==> src/rpd_pkg.sv <==
// Constants shared by the reset and power-down control block.
// Assumes a 20 MHz pclk and a 32-bit APB register bus.
package rpd_pkg;
   // Register byte offsets
   localparam logic [11:0] core_scratch_off = 12'h000;
   localparam logic [11:0] rtc_alarm_off = 12'h004;
   localparam logic [11:0] wake_cfg_off = 12'h008;
   localparam logic [11:0] gpio_ctrl_off = 12'h00c;
   localparam logic [11:0] status_off = 12'h010;
   localparam logic [11:0] rtc_count_off = 12'h014;

   // Reset values
   localparam logic [31:0] core_scratch_rst = 32'h00000000;
   localparam logic [31:0] rtc_alarm_rst = 32'h00000000;
   localparam logic [31:0] wake_cfg_rst = 32'h00000000;
   localparam logic [31:0] gpio_ctrl_rst = 32'h00000000;
   localparam logic [31:0] rtc_count_rst = 32'h00000000;

   // Status field positions
   localparam int st_pwd_bit = 0;
   localparam int st_strap_bit = 1;
   localparam int st_analog_bit = 2;
   localparam int st_osc_bit = 3;
   localparam int st_reg_bit = 4;
   localparam int st_lost_bit = 5;
   localparam int st_settle_bit = 6;

   // Regulator settling time after leaving power-down
   localparam int settle_time_ms = 10;
   localparam int clk_hz = 20000000;
   localparam int settle_cycles = (settle_time_ms * clk_hz) / 1000;

   // Flops in each reset release synchroniser
   localparam int rst_sync_stages = 2;
endpackage

==> src/rpd_top.sv <==
// Reset and power-down control with an APB register view of the reset classes.
// Assumes pins arrive asynchronously and pclk is 20 MHz.
//
// Chosen here: the APB slave port and the address map.
`timescale 1ns/1ps
`default_nettype none
module rpd_top #(
   parameter int settle_cycles = rpd_pkg::settle_cycles
) (
   input wire logic pclk,
   input wire logic presetn,
   input wire logic psel,
   input wire logic penable,
   input wire logic pwrite,
   input wire logic [11:0] paddr,
   input wire logic [31:0] pwdata,
   output logic [31:0] prdata,
   output logic pready,
   output logic pslverr,
   input wire logic global_reset_n,
   input wire logic partial_reset_n,
   input wire logic power_down_pin,
   input wire logic regulator_bypass_strap,
   output logic switched_analog_supply_on,
   output logic osc_enable,
   output logic regulator_enable,
   output logic core_supply_internal,
   output logic global_rst_out_n,
   output logic core_rst_out_n
);
   logic global_rst_n;
   logic core_rst_n;
   logic [2:0] pin_s1;
   logic [2:0] pin_s2;
   logic [2:0] pin_s3;
   logic [2:0] pin_f;
   logic pwd_f;
   logic strap_f;
   logic prst_f;
   logic pwd_prev;
   logic prst_prev;
   logic [31:0] core_scratch;
   logic [31:0] rtc_alarm;
   logic [31:0] wake_cfg;
   logic [31:0] gpio_ctrl;
   logic [31:0] rtc_count;
   logic [31:0] settle_cnt;
   logic lost_flag;
   logic settle_err;
   logic wr_en;
   logic core_lost;
   logic lost_evt;
   logic settle_evt;
   logic [31:0] status_word;
   logic [31:0] next_rdata;
   logic next_err;

   // Global class follows presetn and the global pin; core class also follows partial pin
   rpd_rst_sync #(.stages(rpd_pkg::rst_sync_stages)) u_global_sync (
      .clk(pclk),
      .clear_n(presetn & global_reset_n),
      .rst_n(global_rst_n)
   );

   rpd_rst_sync #(.stages(rpd_pkg::rst_sync_stages)) u_core_sync (
      .clk(pclk),
      .clear_n(presetn & global_reset_n & partial_reset_n),
      .rst_n(core_rst_n)
   );

   // Three-flop pin filter: a change counts once stages two and three agree
   always_ff @(posedge pclk or negedge presetn) begin
      if (!presetn) begin
         // Partial reset idles high; a low start would fake a release edge for the settle watch
         pin_s1 <= 3'h4;
         pin_s2 <= 3'h4;
         pin_s3 <= 3'h4;
         pin_f <= 3'h4;
      end else begin
         pin_s1 <= {partial_reset_n, regulator_bypass_strap, power_down_pin};
         pin_s2 <= pin_s1;
         pin_s3 <= pin_s2;
         pin_f <= (pin_s2 & pin_s3) | (pin_f & (pin_s2 | pin_s3));
      end
   end

   always_comb begin
      pwd_f = pin_f[0];
      strap_f = pin_f[1];
      prst_f = pin_f[2];
   end

   // Supply and oscillator controls, plus the registered reset outputs
   always_ff @(posedge pclk or negedge presetn) begin
      if (!presetn) begin
         switched_analog_supply_on <= 1'b0;
         osc_enable <= 1'b0;
         regulator_enable <= 1'b0;
         core_supply_internal <= 1'b0;
         global_rst_out_n <= 1'b0;
         core_rst_out_n <= 1'b0;
      end else begin
         switched_analog_supply_on <= ~pwd_f;
         osc_enable <= ~pwd_f;
         regulator_enable <= ~strap_f & ~pwd_f;
         core_supply_internal <= ~strap_f;
         global_rst_out_n <= global_rst_n;
         core_rst_out_n <= core_rst_n;
      end
   end

   // Core contents vanish only when the internal regulator is switched off
   always_comb begin
      core_lost = pwd_f & ~strap_f;
      wr_en = psel & penable & pready & pwrite;
   end

   // Core class: defaulted by either reset and by regulator power loss
   always_ff @(posedge pclk or negedge core_rst_n) begin
      if (!core_rst_n) begin
         core_scratch <= rpd_pkg::core_scratch_rst;
      end else if (core_lost) begin
         core_scratch <= rpd_pkg::core_scratch_rst;
      end else if (wr_en && paddr == rpd_pkg::core_scratch_off) begin
         core_scratch <= pwdata;
      end
   end

   // Retained class: only the global reset defaults these
   always_ff @(posedge pclk or negedge global_rst_n) begin
      if (!global_rst_n) begin
         rtc_alarm <= rpd_pkg::rtc_alarm_rst;
         wake_cfg <= rpd_pkg::wake_cfg_rst;
         gpio_ctrl <= rpd_pkg::gpio_ctrl_rst;
      end else if (wr_en) begin
         if (paddr == rpd_pkg::rtc_alarm_off) begin
            rtc_alarm <= pwdata;
         end
         if (paddr == rpd_pkg::wake_cfg_off) begin
            wake_cfg <= pwdata;
         end
         if (paddr == rpd_pkg::gpio_ctrl_off) begin
            gpio_ctrl <= pwdata;
         end
      end
   end

   // Real-time counter keeps running through partial reset and power-down
   always_ff @(posedge pclk or negedge global_rst_n) begin
      if (!global_rst_n) begin
         rtc_count <= rpd_pkg::rtc_count_rst;
      end else if (wr_en && paddr == rpd_pkg::rtc_count_off) begin
         rtc_count <= pwdata;
      end else begin
         rtc_count <= rtc_count + 32'h00000001;
      end
   end

   // Settling watch on the controller's exit sequence
   always_ff @(posedge pclk or negedge presetn) begin
      if (!presetn) begin
         settle_cnt <= 32'h00000000;
         pwd_prev <= 1'b0;
         prst_prev <= 1'b1;
      end else begin
         pwd_prev <= pwd_f;
         prst_prev <= prst_f;
         if (pwd_f) begin
            settle_cnt <= 32'h00000000;
         end else if (settle_cnt < 32'(settle_cycles)) begin
            settle_cnt <= settle_cnt + 32'h00000001;
         end
      end
   end

   always_comb begin
      lost_evt = core_lost;
      // Violation: partial reset not low at exit, or released before settling
      settle_evt = ~strap_f & ~pwd_f & ((pwd_prev & prst_f) |
                   (prst_f & ~prst_prev & (settle_cnt < 32'(settle_cycles))));
   end

   // Sticky diagnostic flags, write one to clear; a new event beats the clear
   always_ff @(posedge pclk or negedge global_rst_n) begin
      if (!global_rst_n) begin
         lost_flag <= 1'b0;
         settle_err <= 1'b0;
      end else begin
         if (lost_evt) begin
            lost_flag <= 1'b1;
         end else if (wr_en && paddr == rpd_pkg::status_off && pwdata[rpd_pkg::st_lost_bit]) begin
            lost_flag <= 1'b0;
         end
         if (settle_evt) begin
            settle_err <= 1'b1;
         end else if (wr_en && paddr == rpd_pkg::status_off && pwdata[rpd_pkg::st_settle_bit]) begin
            settle_err <= 1'b0;
         end
      end
   end

   always_comb begin
      status_word = 32'h00000000;
      status_word[rpd_pkg::st_pwd_bit] = pwd_f;
      status_word[rpd_pkg::st_strap_bit] = strap_f;
      status_word[rpd_pkg::st_analog_bit] = switched_analog_supply_on;
      status_word[rpd_pkg::st_osc_bit] = osc_enable;
      status_word[rpd_pkg::st_reg_bit] = regulator_enable;
      status_word[rpd_pkg::st_lost_bit] = lost_flag;
      status_word[rpd_pkg::st_settle_bit] = settle_err;
   end

   always_comb begin
      next_rdata = 32'h00000000;
      next_err = 1'b0;
      case (paddr)
         rpd_pkg::core_scratch_off: next_rdata = core_scratch;
         rpd_pkg::rtc_alarm_off: next_rdata = rtc_alarm;
         rpd_pkg::wake_cfg_off: next_rdata = wake_cfg;
         rpd_pkg::gpio_ctrl_off: next_rdata = gpio_ctrl;
         rpd_pkg::status_off: next_rdata = status_word;
         rpd_pkg::rtc_count_off: next_rdata = rtc_count;
         default: next_err = 1'b1;
      endcase
   end

   // No wait state: answer is prepared in the setup cycle, given in the access cycle
   always_ff @(posedge pclk or negedge presetn) begin
      if (!presetn) begin
         pready <= 1'b0;
         pslverr <= 1'b0;
         prdata <= 32'h00000000;
      end else begin
         pready <= psel & ~penable;
         if (psel && !penable) begin
            pslverr <= next_err;
            prdata <= pwrite ? 32'h00000000 : next_rdata;
         end else begin
            pslverr <= 1'b0;
            prdata <= 32'h00000000;
         end
      end
   end
endmodule
`default_nettype wire

==> src/rpd_rst_sync.sv <==
// Reset synchroniser: asserts at once, releases on a pclk edge.
// Assumes clear_n is an asynchronous, active-low reset request.
`timescale 1ns/1ps
`default_nettype none
module rpd_rst_sync #(
   parameter int stages = 2
) (
   input wire logic clk,
   input wire logic clear_n,
   output var logic rst_n
);
   logic [stages-1:0] chain;

   always_ff @(posedge clk or negedge clear_n) begin
      if (!clear_n) begin
         chain <= '0;
      end else begin
         chain <= {chain[stages-2:0], 1'b1};
      end
   end

   // Only the last stage leaves the module; earlier ones may be metastable
   always_comb begin
      rst_n = chain[stages-1];
   end
endmodule
`default_nettype wire

==> config.mk <==
export PLATFORM = sky130hd
export DESIGN_NAME = rpd_top
export DESIGN_NICKNAME = d
export VERILOG_FILES = /design/src/rpd_pkg.sv /design/src/rpd_top.sv /design/src/rpd_rst_sync.sv
export SDC_FILE = /design/constraint.sdc
export NUM_CORES = 1
export LEC_CHECK = 0
export BUFFER_PORTS_ARGS = -buffer_cell sky130_fd_sc_hd__buf_2
export CAP_MARGIN = 20
export CORE_AREA = 2 2 196 198
export DETAILED_ROUTE_END_ITERATION = 16
export DIE_AREA = 0 0 198 200
export GPL_ROUTABILITY_DRIVEN = 0
export PLACE_DENSITY = 0.56
export SYNTH_ARGS = -nofsm -noshare
export SYNTH_HDL_FRONTEND = slang
export SYNTH_SLANG_ARGS = --single-unit
==> constraint.sdc <==
create_clock -name pclk -period 3.9 [get_ports pclk]
set_input_delay 0.585 -clock pclk [delete_from_list [all_inputs] [get_ports pclk]]
set_output_delay 0.585 -clock pclk [all_outputs]
set_load 0.01 [all_outputs]
==> metrics <==
FFs w/ async S/R, synth 100%; WP data arrival 3.25 ns; Slowest-stage cell, CP or3_2; tightest hold margin 0.141 ns; CTS tree done; Post-synth EDFFs 0; fillers 3,713; syn_area_per_cell 11.4 um2; clk_lat worst skew 0.57 ns; period utilization between 70% and 80%; switching portion of total power 22.3%; Die Span X 198 um; Unique masters post-synth between 50 and 60; Post-CTS Setup Bufs 0; NetSw 1.32 mW; global-route wire length before repair 45,900 um; post-DP HPWL 19,100 um; critical path required time 4.35 ns; Leakage 6.13 nW; CP Max Fanout 34; HP Class in2reg; synthesized flop and latch total 251; CTS buffer count 28; critical path class in2reg; CTS Sinks 251; DR pass1 iterations 7; Reg2Reg Setup Slack 1.48 ns; Detail Route Antenna Nets 0; final worst slack 1.10 ns; global route total overflow 0; CP Capture Point rtc_count[9]; final setup skew between 0.02 and 0.03 ns; Top Family by Delay on Critical Path simple AND/OR/NAND/NOR gates; Worst setup SP type input port; cell-internal power 4.60 mW; vias in the first global route 8,037; DR DRC count 0; Port Buffers 92; WL per Instance 17.9 um; Final setup viols 0; Routed Wire Length 28,600 um; Crit Reg-Reg Endpoint rtc_count[9]; Clk network pwr share 50.5%; DIE AREA 39,600 um2; CP max stage delay 0.78 ns; CTS clk-pin slew, worst paths 0.06 ns; Starting Density 29.6%; Max-slew headroom 40.8%; Hold Violations, Final 0; Post-Syn Area ~11,000 um2; area grow syn2layout 20.0%; Critical Path Start paddr[10]; buffer and inverter count on the worst path 2; status finished, final reports clean; H-tree levels 1; Total Nets Final around 1,100; Stages on worst setup path 7; VDD IR max 294 uV; critical-path cell list buf_2 -> or4_1 -> or4_1 -> or3_2 -> buf_12 -> nor2_1 -> a21oi_1; Worst Tran Pin Value 0.888 ns; pre-CTS setup slack 0.518 ns; top-area cell type share of the netlist area 55.6%; leading cell type in the layout, fill and taps excluded dfrtp_1; Root Buffer clkbuf_16; post-layout util a little over a third; register area share after synthesis between 50% and 60%; Vias/cell a little under 5; share of power burned in registers 45.2%; ys flop type dfrtp_1; maximum number of pins on one net before global-route repair just under 80; Post-Syn Instances 968; initial antenna violation count 4; Slew Limit Fails 0; Comb power frac 4.3%; Max-cap violations 0; fmax 0.358 GHz; GRT Total Usage about 15%; post-synth top area cell dfrtp_1; Vias 7,790; total negative slack 0 ns; CTS max path bufs 3; RSZ-0062 raised after global routing no; min cycle time layout 2.80 ns; # rows 71; Design Power 5.92 mW; io pins 93; layout cells sized above 1 roughly a quarter; most used cell, CP or4_1; synth top area cells dfrtp_1, mux2_2, mux2i_1, a21oi_1, nor2_1; Die Span Y 200 um; origin of the critical flop-to-flop path pready; most frequent cells in the layout dfrtp_1, mux2_2, buf_2; Initial DRC Count 471; Yosys warnings 0; Critical Path End Type flip-flop; core area 37,400 um2; r2r worst-path depth 6; PwrDens 445 nW/um2
[sequential cells by signal (all words and copies together), names as in the netlist, 2 cells and up]
signal and flops:
gpio_ctrl 32, wake_cfg 32, pin_s1 3, u_global_sync.chain 2
pin_s2 3, u_core_sync.chain 2, pin_s3 3, rtc_count 32
core_scratch 32, pin_f 3, prdata 32, settle_cnt 32
rtc_alarm 32
[synth_stat cells (all sizes together) (4+ instances only)]
| cell | instances |
|---|---|
| dfrtp | 246 |
| mux2 | 101 |
| nor2 | 87 |
| nand2 | 81 |
| a21oi | 72 |
| mux2i | 65 |
| clkbuf | 32 |
| o22ai | 31 |
| buf | 29 |
| a22oi | 25 |
| nand4 | 19 |
| nor2b | 18 |
| nand3 | 17 |
| xnor2 | 15 |
| xor2 | 15 |
| or3 | 14 |
| inv | 12 |
| nor4 | 12 |
| o21ai | 12 |
| and3 | 8 |
| nor3 | 8 |
| a222oi | 6 |
| and4 | 5 |
| dfstp | 5 |
| or4 | 4 |
[area by class of cell]
cell class | count | area [um2] | area share (%)
flip-flops and latches | 251 | 6290 | 47.3
inverters | 12 | 45.0 | 0.339
diodes | 2 | 5.00 | 0.0376
repair buffers | 128 | 783 | 5.89
clock inverters | 15 | 273 | 2.05
well taps | 511 | 639 | 4.81
multi-input cells | 645 | 4480 | 33.7
clock buffers | 37 | 785 | 5.90
[cell families after synthesis]
| kind of cell | Yosys count | share of synthesized area (%) |
|---|---|---|
| AO/OA/AOI/OAI | 157 | 8.57 |
| adder cells (fa/ha/maj) | 5 | 0.497 |
| multiplexers | 167 | 16.4 |
| AND/OR/NAND/NOR | 284 | 12.4 |
| other | 1 | 0.0338 |
| flip-flops | 251 | 56.7 |
| XOR/XNOR | 30 | 2.37 |
| buffers and inverters | 73 | 3.03 |
[worst min-delay path by stage]
stage | to | cells after the start | slack [ns] | from
after floorplan | core_rst_out_n | 0 | 0.29 | presetn
after global placement | core_scratch[26] | 1 | 0.32 | u_core_sync.chain[1]
after detailed placement | core_scratch[26] | 1 | 0.32 | u_core_sync.chain[1]
after CTS | pin_s1[1] | 1 | 0.12 | regulator_bypass_strap
after global routing | pin_s1[0] | 1 | 0.13 | power_down_pin
final | pin_s1[1] | 1 | 0.14 | regulator_bypass_strap
[routing by layer]
layer | wire length [um] | global-route usage, %
met5 | 27 | 0
met4 | 731 | 4.85
met3 | 1550 | 2.91
met2 | 13200 | 23.9
met1 | 13100 | 20.0
[through the flow]
| stage | instances | cell area (um2) |
|---|---|---|
| after CTS | 1598 | 13300 |
| after detailed placement | 1544 | 12200 |
| after floorplan | 969 | 11100 |
| final | 1601 | 13300 |
| after global placement | 1544 | 12200 |
| after global routing | 1600 | 13300 |
[worst register-to-register path: stages, from the launching register on]
cell     delay, ns
dfrtp_1       0.35
nand4_1       0.13
or4_1         0.61
or3_2         0.78
buf_12        0.28
nor2_1        0.12
a21oi_1       0.05
[timing repair]
action                                  in CTS  in global routing
endpoints found under the setup margin       0                  0
endpoints found under the hold margin        4                  0
hold buffers                                 2                  0
resized for setup                            0                  0
[power by group through the flow]
stage | clock (mW) | sequential (mW) | combinational, mW
final | 2.99 | 2.68 | 0.253
after global routing | 3.18 | 2.68 | 0.284
after CTS | 3.07 | 2.69 | 0.243
after detailed placement | 0 | 2.74 | 0.240
after global placement | 0 | 2.74 | 0.238
after floorplan | 0 | 2.73 | 0.105
No activity file was read; power rests on OpenSTA's default activity.
